File: config.mk
export PLATFORM = sky130hd
export DESIGN_NAME = err_flags
export DESIGN_NICKNAME = d
export VERILOG_FILES = /design/src/err_flags_pkg.sv /design/src/err_flags.sv
export SDC_FILE = /design/constraint.sdc
export NUM_CORES = 1
export LEC_CHECK = 0
export ABC_AREA = 1
export BUFFER_PORTS_ARGS = -buffer_cell sky130_fd_sc_hd__buf_2
export CORE_MARGIN = 4
export CORE_UTILIZATION = 42
export DETAILED_ROUTE_END_ITERATION = 8
export GPL_TIMING_DRIVEN = 0
export PLACE_DENSITY = 0.73
export SLEW_MARGIN = 10
export SYNTH_ARGS = -nofsm -noshare
export SYNTH_HDL_FRONTEND = slang
export SYNTH_SLANG_ARGS = --single-unit
File: constraint.sdc
create_clock -name ref_clk -period 1.96 [get_ports ref_clk]
set_clock_uncertainty 0.2 [all_clocks]
set_input_delay 0.098 -clock ref_clk [delete_from_list [all_inputs] [get_ports ref_clk]]
set_output_delay 0.098 -clock ref_clk [all_outputs]
set_load 0.01 [all_outputs]
File: src/err_flags_pkg.sv
package err_flags_pkg;

  localparam int unsigned NUM_REGS = 7;

  // register offsets on the configuration port
  localparam logic [7:0] OFS_CHB_LINK    = 8'hf2;
  localparam logic [7:0] OFS_CHB_PACKET  = 8'hf3;
  localparam logic [7:0] OFS_AUX         = 8'hf4;
  localparam logic [7:0] OFS_PLL_HOTPLUG = 8'hf5;
  localparam logic [7:0] OFS_VIDEO_TOKEN = 8'hf6;
  localparam logic [7:0] OFS_VIDEO_PKT   = 8'hf7;
  localparam logic [7:0] OFS_TRAINING    = 8'hf8;

  // index of each register in the flag array
  localparam int unsigned IDX_CHB_LINK    = 0;
  localparam int unsigned IDX_CHB_PACKET  = 1;
  localparam int unsigned IDX_AUX         = 2;
  localparam int unsigned IDX_PLL_HOTPLUG = 3;
  localparam int unsigned IDX_VIDEO_TOKEN = 4;
  localparam int unsigned IDX_VIDEO_PKT   = 5;
  localparam int unsigned IDX_TRAINING    = 6;

  // implemented bits; reserved bits stay zero
  localparam logic [7:0] MASK_CHB_LINK    = 8'h57;
  localparam logic [7:0] MASK_CHB_PACKET  = 8'haf;
  localparam logic [7:0] MASK_AUX         = 8'hf9;
  localparam logic [7:0] MASK_PLL_HOTPLUG = 8'h2f;
  localparam logic [7:0] MASK_VIDEO_TOKEN = 8'hff;
  localparam logic [7:0] MASK_VIDEO_PKT   = 8'h03;
  localparam logic [7:0] MASK_TRAINING    = 8'h3f;
  localparam logic [7:0] FLAGS_RESET      = 8'h00;

  // chb link bits
  localparam int unsigned BIT_B_FALSE_CTRL = 6;
  localparam int unsigned BIT_B_LP_SYNC    = 4;
  localparam int unsigned BIT_B_END_SYNC   = 2;
  localparam int unsigned BIT_B_START_SYNC = 1;
  localparam int unsigned BIT_B_START_BIT  = 0;
  // chb packet bits
  localparam int unsigned BIT_B_PROTOCOL   = 7;
  localparam int unsigned BIT_B_LENGTH     = 5;
  localparam int unsigned BIT_B_TYPE       = 3;
  localparam int unsigned BIT_B_CRC        = 2;
  localparam int unsigned BIT_B_UNCORR     = 1;
  localparam int unsigned BIT_B_CORR       = 0;
  // aux bits
  localparam int unsigned BIT_FLAG_A       = 7;
  localparam int unsigned BIT_AUX_FAIL     = 6;
  localparam int unsigned BIT_AUX_SHORT    = 5;
  localparam int unsigned BIT_FLAG_B       = 4;
  localparam int unsigned BIT_AUX_TIMEOUT  = 3;
  localparam int unsigned BIT_SEND_DONE    = 0;
  // pll and hotplug bits
  localparam int unsigned BIT_PLL_UNLOCK   = 5;
  localparam int unsigned BIT_HP_REPLUG    = 3;
  localparam int unsigned BIT_HP_REMOVAL   = 2;
  localparam int unsigned BIT_HP_INSERT    = 1;
  localparam int unsigned BIT_HP_IRQ       = 0;
  // video token bits
  localparam int unsigned BIT_LINE_WIDTH   = 7;
  localparam int unsigned BIT_SYNC_LOSS    = 6;
  localparam int unsigned BIT_TOK_DATA     = 5;
  localparam int unsigned BIT_TOK_SEC      = 4;
  localparam int unsigned BIT_TOK_END      = 3;
  localparam int unsigned BIT_TOK_PIXEL    = 2;
  localparam int unsigned BIT_TOK_HSYNC    = 1;
  localparam int unsigned BIT_TOK_VSYNC    = 0;
  // video packet bits
  localparam int unsigned BIT_SEC_LENGTH   = 1;
  localparam int unsigned BIT_UNDERRUN     = 0;
  // training bits
  localparam int unsigned BIT_EQ_RECOVERY  = 5;
  localparam int unsigned BIT_EQ_LOOP      = 4;
  localparam int unsigned BIT_MAX_SWING    = 3;
  localparam int unsigned BIT_SWING_REPEAT = 2;
  localparam int unsigned BIT_TRAIN_FAIL   = 1;
  localparam int unsigned BIT_TRAIN_PASS   = 0;

  // aux retry and timing
  localparam logic [2:0]  AUX_RETRIES      = 3'h7;
  localparam int unsigned CLK_PERIOD_PS    = 4000;
  localparam int unsigned REPLY_TIMEOUT_US = 400;
  localparam int unsigned REPLY_TIMEOUT_CYC = (REPLY_TIMEOUT_US * 1000000) / CLK_PERIOD_PS;

  // flag_a thresholds
  localparam logic [8:0] DEFER_TH_1  = 9'h02c;
  localparam logic [8:0] DEFER_TH_2  = 9'h042;
  localparam logic [8:0] DEFER_TH_4  = 9'h06e;
  localparam logic [8:0] DEFER_TH_6  = 9'h09a;
  localparam logic [8:0] DEFER_TH_8  = 9'h0c6;
  localparam logic [8:0] DEFER_TH_12 = 9'h11f;
  localparam logic [8:0] DEFER_TH_16 = 9'h177;
  localparam logic [4:0] LEN_2  = 5'h02;
  localparam logic [4:0] LEN_4  = 5'h04;
  localparam logic [4:0] LEN_6  = 5'h06;
  localparam logic [4:0] LEN_8  = 5'h08;
  localparam logic [4:0] LEN_12 = 5'h0c;

endpackage

File: src/err_flags.sv
`timescale 1ns/1ps
// How it works
// - channel b false control sets bit six
// - unaligned low-power end sets bit four
// - unaligned burst end sets bit two
// - corrupted start of transmission sets bit one
// - leader bit error sets bit zero
// - channel b packet faults flagged at f3
// - defer count reaching length threshold sets flag
// - failed aux transaction sets bit six
// - short transfer sets bit five
// - seven retries; final defer sets bit four
// - final retry reply timeout sets bit three
// - send trigger falling sets bit zero
// - pll lock lost sets bit five
// - hotplug events flagged at f5
// - pixel bytes over active line sets bit seven
// - sync generator lock loss sets bit six
// - mistimed video tokens flagged at f6
// - secondary length and underrun flagged at f7
// - equalization phase failures flagged at f8
// - clock recovery phase failures flagged
// - training fail and pass flags
module err_flags #(
  parameter int unsigned TIMEOUT_CYCLES = err_flags_pkg::REPLY_TIMEOUT_CYC
) (
  input  wire logic       ref_clk,
  input  wire logic       reset_n,
  // register port behind the configuration interface
  input  wire logic [7:0] reg_addr,
  input  wire logic       reg_wr,
  input  wire logic [7:0] reg_wdata,
  input  wire logic       reg_rd,
  output logic      [7:0] reg_rdata,
  // channel b receiver events
  input  wire logic       b_false_control,
  input  wire logic       b_lowpower_sync,
  input  wire logic       b_end_sync,
  input  wire logic       b_start_sync,
  input  wire logic       b_start_bit,
  input  wire logic       b_protocol,
  input  wire logic       b_length,
  input  wire logic       b_type,
  input  wire logic       b_crc,
  input  wire logic       b_uncorrectable,
  input  wire logic       b_correctable,
  // aux engine
  input  wire logic       aux_req_start,
  input  wire logic       aux_attempt_sent,
  input  wire logic       aux_reply_rx,
  input  wire logic       aux_reply_defer,
  input  wire logic       aux_flag_a_rx,
  input  wire logic       aux_direct_method,
  input  wire logic [4:0] aux_length,
  input  wire logic       aux_fail,
  input  wire logic       aux_short,
  input  wire logic       aux_send_bit,
  output logic            aux_retry,
  // pll and hotplug
  input  wire logic       pll_locked,
  input  wire logic       hotplug_replug,
  input  wire logic       hotplug_removal,
  input  wire logic       hotplug_insert,
  input  wire logic       hotplug_irq,
  // video packetizer
  input  wire logic       line_check,
  input  wire logic [15:0] line_pixel_bytes,
  input  wire logic [15:0] line_active_bytes,
  input  wire logic       sync_locked,
  input  wire logic       stray_data_token,
  input  wire logic       stray_secondary_token,
  input  wire logic       stray_end_token,
  input  wire logic       stray_pixel_token,
  input  wire logic       stray_hsync_token,
  input  wire logic       stray_vsync_token,
  input  wire logic       secondary_length_bad,
  input  wire logic       underrun,
  // link training
  input  wire logic       train_eq_recovery,
  input  wire logic       train_eq_loop,
  input  wire logic       train_max_swing,
  input  wire logic       train_swing_repeat,
  input  wire logic       train_fail,
  input  wire logic       train_pass
);

  typedef struct packed {
    logic [err_flags_pkg::NUM_REGS-1:0][7:0] flags;
    logic [7:0]  rdata;
    logic        send_prev;
    logic        pll_prev;
    logic        sync_prev;
    logic [8:0]  defer_cnt;
    logic [2:0]  retry_cnt;
    logic        timer_on;
    logic [31:0] timer;
    logic        retry;
  } state_t;

  state_t q;
  state_t d;

  function automatic logic [7:0] reg_mask(input int unsigned idx);
    case (idx)
      err_flags_pkg::IDX_CHB_LINK:    reg_mask = err_flags_pkg::MASK_CHB_LINK;
      err_flags_pkg::IDX_CHB_PACKET:  reg_mask = err_flags_pkg::MASK_CHB_PACKET;
      err_flags_pkg::IDX_AUX:         reg_mask = err_flags_pkg::MASK_AUX;
      err_flags_pkg::IDX_PLL_HOTPLUG: reg_mask = err_flags_pkg::MASK_PLL_HOTPLUG;
      err_flags_pkg::IDX_VIDEO_TOKEN: reg_mask = err_flags_pkg::MASK_VIDEO_TOKEN;
      err_flags_pkg::IDX_VIDEO_PKT:   reg_mask = err_flags_pkg::MASK_VIDEO_PKT;
      default:                        reg_mask = err_flags_pkg::MASK_TRAINING;
    endcase
  endfunction

  function automatic logic [7:0] reg_offset(input int unsigned idx);
    case (idx)
      err_flags_pkg::IDX_CHB_LINK:    reg_offset = err_flags_pkg::OFS_CHB_LINK;
      err_flags_pkg::IDX_CHB_PACKET:  reg_offset = err_flags_pkg::OFS_CHB_PACKET;
      err_flags_pkg::IDX_AUX:         reg_offset = err_flags_pkg::OFS_AUX;
      err_flags_pkg::IDX_PLL_HOTPLUG: reg_offset = err_flags_pkg::OFS_PLL_HOTPLUG;
      err_flags_pkg::IDX_VIDEO_TOKEN: reg_offset = err_flags_pkg::OFS_VIDEO_TOKEN;
      err_flags_pkg::IDX_VIDEO_PKT:   reg_offset = err_flags_pkg::OFS_VIDEO_PKT;
      default:                        reg_offset = err_flags_pkg::OFS_TRAINING;
    endcase
  endfunction

  // defer threshold from method and transfer length
  function automatic logic [8:0] defer_threshold(input logic direct, input logic [4:0] len);
    if (direct || len < err_flags_pkg::LEN_2) begin
      defer_threshold = err_flags_pkg::DEFER_TH_1;
    end else if (len == err_flags_pkg::LEN_2) begin
      defer_threshold = err_flags_pkg::DEFER_TH_2;
    end else if (len <= err_flags_pkg::LEN_4) begin
      defer_threshold = err_flags_pkg::DEFER_TH_4;
    end else if (len <= err_flags_pkg::LEN_6) begin
      defer_threshold = err_flags_pkg::DEFER_TH_6;
    end else if (len <= err_flags_pkg::LEN_8) begin
      defer_threshold = err_flags_pkg::DEFER_TH_8;
    end else if (len <= err_flags_pkg::LEN_12) begin
      defer_threshold = err_flags_pkg::DEFER_TH_12;
    end else begin
      defer_threshold = err_flags_pkg::DEFER_TH_16;
    end
  endfunction

  logic [err_flags_pkg::NUM_REGS-1:0][7:0] set_v;
  logic                                    attempt_end;
  logic                                    attempt_defer;
  logic                                    attempt_tout;
  logic                                    final_try;

  always_comb begin
    d = q;
    set_v = '0;
    d.retry = 1'b0;

    // attempt ends on a reply or on reply timeout
    attempt_tout = q.timer_on && !aux_reply_rx
                   && (q.timer == TIMEOUT_CYCLES - 1);
    attempt_defer = q.timer_on && aux_reply_rx && aux_reply_defer;
    attempt_end = q.timer_on && (aux_reply_rx || attempt_tout);
    final_try = (q.retry_cnt == err_flags_pkg::AUX_RETRIES);

    // channel b link
    set_v[err_flags_pkg::IDX_CHB_LINK][err_flags_pkg::BIT_B_FALSE_CTRL] = b_false_control;
    set_v[err_flags_pkg::IDX_CHB_LINK][err_flags_pkg::BIT_B_LP_SYNC] = b_lowpower_sync;
    set_v[err_flags_pkg::IDX_CHB_LINK][err_flags_pkg::BIT_B_END_SYNC] = b_end_sync;
    set_v[err_flags_pkg::IDX_CHB_LINK][err_flags_pkg::BIT_B_START_SYNC] = b_start_sync;
    set_v[err_flags_pkg::IDX_CHB_LINK][err_flags_pkg::BIT_B_START_BIT] = b_start_bit;
    // channel b packet
    set_v[err_flags_pkg::IDX_CHB_PACKET][err_flags_pkg::BIT_B_PROTOCOL] = b_protocol;
    set_v[err_flags_pkg::IDX_CHB_PACKET][err_flags_pkg::BIT_B_LENGTH] = b_length;
    set_v[err_flags_pkg::IDX_CHB_PACKET][err_flags_pkg::BIT_B_TYPE] = b_type;
    set_v[err_flags_pkg::IDX_CHB_PACKET][err_flags_pkg::BIT_B_CRC] = b_crc;
    set_v[err_flags_pkg::IDX_CHB_PACKET][err_flags_pkg::BIT_B_UNCORR] = b_uncorrectable;
    set_v[err_flags_pkg::IDX_CHB_PACKET][err_flags_pkg::BIT_B_CORR] = b_correctable;

    // flag_a counting per request
    if (aux_req_start) begin
      d.defer_cnt = '0;
    end else if (aux_flag_a_rx && q.defer_cnt != '1) begin
      d.defer_cnt = q.defer_cnt + 9'h001;
    end
    set_v[err_flags_pkg::IDX_AUX][err_flags_pkg::BIT_FLAG_A] =
      !aux_req_start && aux_flag_a_rx
      && (q.defer_cnt + 9'h001 == defer_threshold(aux_direct_method, aux_length));
    set_v[err_flags_pkg::IDX_AUX][err_flags_pkg::BIT_AUX_FAIL] = aux_fail;
    set_v[err_flags_pkg::IDX_AUX][err_flags_pkg::BIT_AUX_SHORT] = aux_short;

    // reply timer and retry sequencing
    if (aux_req_start) begin
      d.retry_cnt = '0;
      d.timer_on = 1'b0;
      d.timer = '0;
    end else if (aux_attempt_sent) begin
      d.timer_on = 1'b1;
      d.timer = '0;
    end else if (attempt_end) begin
      d.timer_on = 1'b0;
      if ((attempt_defer || attempt_tout) && !final_try) begin
        d.retry_cnt = q.retry_cnt + 3'h1;
        d.retry = 1'b1;
      end
    end else if (q.timer_on) begin
      d.timer = q.timer + 32'h0000_0001;
    end
    set_v[err_flags_pkg::IDX_AUX][err_flags_pkg::BIT_FLAG_B] =
      !aux_req_start && !aux_attempt_sent && attempt_defer && final_try;
    set_v[err_flags_pkg::IDX_AUX][err_flags_pkg::BIT_AUX_TIMEOUT] =
      !aux_req_start && !aux_attempt_sent && attempt_tout && final_try;

    // edge detectors
    d.send_prev = aux_send_bit;
    d.pll_prev = pll_locked;
    d.sync_prev = sync_locked;
    set_v[err_flags_pkg::IDX_AUX][err_flags_pkg::BIT_SEND_DONE] =
      q.send_prev && !aux_send_bit;
    set_v[err_flags_pkg::IDX_PLL_HOTPLUG][err_flags_pkg::BIT_PLL_UNLOCK] =
      q.pll_prev && !pll_locked;

    set_v[err_flags_pkg::IDX_PLL_HOTPLUG][err_flags_pkg::BIT_HP_REPLUG] = hotplug_replug;
    set_v[err_flags_pkg::IDX_PLL_HOTPLUG][err_flags_pkg::BIT_HP_REMOVAL] = hotplug_removal;
    set_v[err_flags_pkg::IDX_PLL_HOTPLUG][err_flags_pkg::BIT_HP_INSERT] = hotplug_insert;
    set_v[err_flags_pkg::IDX_PLL_HOTPLUG][err_flags_pkg::BIT_HP_IRQ] = hotplug_irq;

    // video stream
    set_v[err_flags_pkg::IDX_VIDEO_TOKEN][err_flags_pkg::BIT_LINE_WIDTH] =
      line_check && (line_pixel_bytes > line_active_bytes);
    set_v[err_flags_pkg::IDX_VIDEO_TOKEN][err_flags_pkg::BIT_SYNC_LOSS] =
      q.sync_prev && !sync_locked;
    set_v[err_flags_pkg::IDX_VIDEO_TOKEN][err_flags_pkg::BIT_TOK_DATA] = stray_data_token;
    set_v[err_flags_pkg::IDX_VIDEO_TOKEN][err_flags_pkg::BIT_TOK_SEC] = stray_secondary_token;
    set_v[err_flags_pkg::IDX_VIDEO_TOKEN][err_flags_pkg::BIT_TOK_END] = stray_end_token;
    set_v[err_flags_pkg::IDX_VIDEO_TOKEN][err_flags_pkg::BIT_TOK_PIXEL] = stray_pixel_token;
    set_v[err_flags_pkg::IDX_VIDEO_TOKEN][err_flags_pkg::BIT_TOK_HSYNC] = stray_hsync_token;
    set_v[err_flags_pkg::IDX_VIDEO_TOKEN][err_flags_pkg::BIT_TOK_VSYNC] = stray_vsync_token;
    set_v[err_flags_pkg::IDX_VIDEO_PKT][err_flags_pkg::BIT_SEC_LENGTH] = secondary_length_bad;
    set_v[err_flags_pkg::IDX_VIDEO_PKT][err_flags_pkg::BIT_UNDERRUN] = underrun;

    // link training
    set_v[err_flags_pkg::IDX_TRAINING][err_flags_pkg::BIT_EQ_RECOVERY] = train_eq_recovery;
    set_v[err_flags_pkg::IDX_TRAINING][err_flags_pkg::BIT_EQ_LOOP] = train_eq_loop;
    set_v[err_flags_pkg::IDX_TRAINING][err_flags_pkg::BIT_MAX_SWING] = train_max_swing;
    set_v[err_flags_pkg::IDX_TRAINING][err_flags_pkg::BIT_SWING_REPEAT] = train_swing_repeat;
    set_v[err_flags_pkg::IDX_TRAINING][err_flags_pkg::BIT_TRAIN_FAIL] = train_fail;
    set_v[err_flags_pkg::IDX_TRAINING][err_flags_pkg::BIT_TRAIN_PASS] = train_pass;

    // write one clears, a same-cycle set wins, reserved stays zero
    d.rdata = q.rdata;
    if (reg_rd) begin
      d.rdata = '0;
    end
    for (int unsigned i = 0; i < err_flags_pkg::NUM_REGS; i++) begin
      if (reg_wr && reg_addr == reg_offset(i)) begin
        d.flags[i] = (q.flags[i] & ~reg_wdata | set_v[i]) & reg_mask(i);
      end else begin
        d.flags[i] = (q.flags[i] | set_v[i]) & reg_mask(i);
      end
      if (reg_rd && reg_addr == reg_offset(i)) begin
        d.rdata = q.flags[i] & reg_mask(i);
      end
    end
  end

  always_ff @(posedge ref_clk or negedge reset_n) begin
    if (!reset_n) begin
      q <= '0;
    end else begin
      q <= d;
    end
  end

  assign reg_rdata = q.rdata;
  assign aux_retry = q.retry;

endmodule

==> metrics.md <==
| Metric | Value |
|---|---|
| Status | finished, violations left |
| Failing checks | negative setup slack |
| Global route overflow | 0 |
| CTS tree | done |
| Worst r2r src | q[30] |
| Cell family with most CP delay | simple AND/OR/NAND/NOR gates |
| WP buf/inv | 1 |
| P_leak | 0.00426 uW |
| Die W | 130 microns |
| Initial Utilization | 0.431 |
| Largest family of logic cells by synthesized area | simple AND/OR/NAND/NOR gates |
| GPL Wtd Cong | 0.980 |
| Hold Vio Cnt, Final | 0 |
| Synth Area in Compound Gates | 0.0751 |
| Worst r2r dst | q[11] |
| Layout cells sized above 1 | 0.232 |
| Syn Inst Count | 921 |
| Yosys reg bits | 95 |
| Post-route ant nets | 0 |
| Psw | 1170 uW |
| Overall routed net length | 19,800 microns |
| PwrDens | 530 mW/mm^2 |
| Critical path's slowest cell | dfrtp_2 |
| RSZ-0062 raised after global routing | yes |
| Largest net degree at the start of global routing | 51 |
| Worst path max stage delay | 440 ps |
| DR pass1 iterations | 5 |
| Clk Latency, worst-skew pair | 340 ps |
| Clock Sinks | 95 |
| Internal Dissipation | 3420 uW |
| Sequential Power Share | 0.433 |
| Htree depth | 3 |
| Power share of the combinational group | 0.133 |
| Max-slew violation count | 0 |
| Vias in the first global route | 6,546 |
| Fmax | 496 MHz |
| HPWL after detailed placement | 13,700 microns |
| Reg2Reg Depth | 9 |
| Worst-Margin Slew | 682 ps |
| N_diodes | 0 |
| Hold WS | 6.89 ps |
| Height of the die | 130 microns |
| Sequential share of the synthesized area | 0.378 |
| Final setup margin | -58.0 ps |
| Via count | 6,865 |
| Portion of netlist area occupied by mux cells | 0 |
| Cell variety after synth | 31 |
| Min-Delay Path Depth | 4 |
| 1st-iter DRT viols | 622 |
| Sw Share | 0.256 |
| Hold Path End | q[83] |
| Final Cycle Share | 1.03 |
| Setup CP Type | flip-flop to flip-flop |
| Antenna violations before repair | 0 |
| Die area | 0.0170 sq mm |
| Synth Area in XOR/XNOR | 0.0237 |
| Yosys warning count | 0 |
| Final Critical Period | 2020 ps |
| CTS root buffer | clkbuf_16 |
| Final net count | 1,255 |
| CP cell instances | nor3_2, nand3_1, nor2_1, nand4_1, nand3_4, nand2_8, clkbuf_16, nand2_4, nand2_1 |
| Drc violations | 0 |
| Drt via density | 5.18 |
| Row count | 44 |
| Longest Clk Path Bufs | 2 |
| Simple-Gate Fraction of Synth Area | 0.375 |
| Worst vdd ir | 0.379 mV |
| Post-Syn Area | 0.00629 sq mm |
| Crit path DAT | 2050 ps |
| Avg Synthesized Cell Area | 6.83 sq um |
| Startpoint type of the worst setup path | flip-flop |
| HP Start | reg_wdata[2] |
| Tightest Hold Check Type | primary input to flip-flop |
| # fillers | 1,328 |
| R2R Setup Slk | -60 ps |
| Tot GR Track Use | 0.229 |
| Area growth, synth to finish | 37.8% |
| Core ar. | 0.0146 sq mm |
| Post-Synth Adder-Cell Area | 0.0417 |
| I/O pins | 107 |
| Sum of negative setup slack | -1230 ps |
| Worst endpoint required time | 2000 ps |
| TritonCTS buffer count | 9 |
| Clk slew on worst S/H paths | 70 ps |
| Max Cap Viol | 0 |
| Worst Setup End Kind | flip-flop |
| First-pass GRT wire length | 31,300 microns |
| Routed len/inst | 14.9 microns |
| PortBufs | 105 |
| Rel. slew slack | 0.545 |
| Synthesized Nets | 1,040 |
| Setup violators final | 32 |
| Worst-path fanout max | 7 |
| Clock power share | 0.434 |
-- power groups by stage --
stage / clock, uW / sequential (uW) / combinational, uW
after detailed placement: 0 / 2020 / 470
final: 1990 / 1990 / 612
after global routing: 2120 / 1990 / 681
after CTS: 2020 / 1990 / 561
after floorplan: 0 / 2020 / 239
after global placement: 0 / 2020 / 457
-- tightest hold or removal path, cell delays in order --
cell,delay (ps)
buf_2,70
inv_1,80
o21ai_0,200
nand2_1,50
-- cells in the final DEF (no fill, tap or decap), types with 5 or more instances in the layout --
cell type	count
nand2_1	231
inv_1	123
buf_2	106
nand3_1	102
nor2_1	87
dfrtp_1	82
dlygate4sd3_1	66
o21ai_0	47
buf_4	38
nand2_2	31
nor3_1	27
nand4_1	22
ha_1	18
o21bai_1	13
a21oi_1	13
dfrtp_2	13
clkbuf_16	12
nor2_2	11
xor2_1	11
nor3_2	9
inv_2	9
clkbuf_1	8
o22ai_1	8
nor4_1	7
xnor2_1	6
nand2_4	5
-- through the flow --
step / power, uW / instance area [sq um] / utilization / setup WS [ps] / cells
after CTS: 4570 / 8280 / 0.567 / -19.0 / 1312
after floorplan: 2260 / 6290 / - / 25.6 / 921
after global placement: 2480 / 7050 / 0.483 / -479 / 1210
after detailed placement: 2500 / 7080 / 0.485 / -480 / 1211
after global routing: 4790 / 8670 / 0.594 / -153 / 1325
final: 4590 / 8670 / 0.594 / -58.0 / 1325
-- registers in the layout (all words and copies together), names as in the netlist --
register   cells
reg_rdata      8
q             86
aux_retry      1
-- worst max path at each step --
stage / slack, ps / from / to / depth (start not counted)
after floorplan: 30 / q[1] / q[10] / 9
after global placement: -480 / q[1] / q[29] / 9
after detailed placement: -480 / q[1] / q[21] / 9
after CTS: -20 / q[38] / q[80] / 12
after global routing: -150 / q[39] / q[80] / 13
final: -60 / q[30] / q[11] / 9
-- cell usage after synthesis --
cell        n  share of area
o21ai_0    49          0.039
xor2_1     11          0.015
buf_6       6          0.011
dfrtp_1    95           0.38
a21oi_1    13          0.010
clkbuf_1   10         0.0060
nand3_2     2         0.0032
nor3_1     35          0.028
buf_4       8         0.0095
buf_2       2         0.0016
nor4_1      8         0.0080
nor4_2      1         0.0020
nand2_4     1         0.0018
nor2_2      6         0.0060
ha_1       21          0.042
nand3b_1    1         0.0012
nand4_1    22          0.022
nor3_2      2         0.0032
buf_1       1        0.00060
nand2_1   266           0.16
inv_1     131          0.078
nand2_2     1        0.00099
o22ai_1     8         0.0080
nor2_1     94          0.056
o31ai_1     1         0.0012
nand3_1   103          0.082
o211ai_1    1         0.0012
inv_2       1        0.00060
xnor2_1     6         0.0083
o21bai_1   13          0.016
or2_2       2         0.0020
-- area by class of cell --
class / count / area [sq um] / share of cell area
clock buffers: 10 / 239 / 0.0276
well taps: 184 / 230 / 0.0266
inverters: 132 / 495 / 0.0572
plain buffers: 25 / 170 / 0.0196
flip-flops and latches: 95 / 2390 / 0.276
clock inverters: 6 / 96.3 / 0.0111
repair buffers: 206 / 1530 / 0.177
multi-input cells: 667 / 3510 / 0.405
-- logic make-up (layout without fill, tap and decap cells) --
logic type,Yosys count,in the layout
simple gates,544,544
buf+inv,159,379
flops,95,95
compound gates,85,85
fa+ha+maj,21,21
xor+xnor,17,17
-- repair_timing --
action	in CTS	in global routing
endpoints found under the hold margin	96	0
buffers inserted	19	12
cloned	0	3
setup endpoints to repair	44	57
pin swaps	10	23
gates resized for setup	13	89
hold buffers	66	0
-- per-layer routing --
| metal | up-vias | wire (microns) | global-route usage |
|---|---|---|---|
| met3 | 30 | 1430 | 0.0415 |
| li1 | 3388 | - | - |
| met1 | 3178 | 8500 | 0.302 |
| met5 | - | 0 | 0 |
| met2 | 269 | 9480 | 0.393 |
| met4 | 0 | 351 | 0.0514 |
Note: power is estimated with default switching activity, not from simulation.
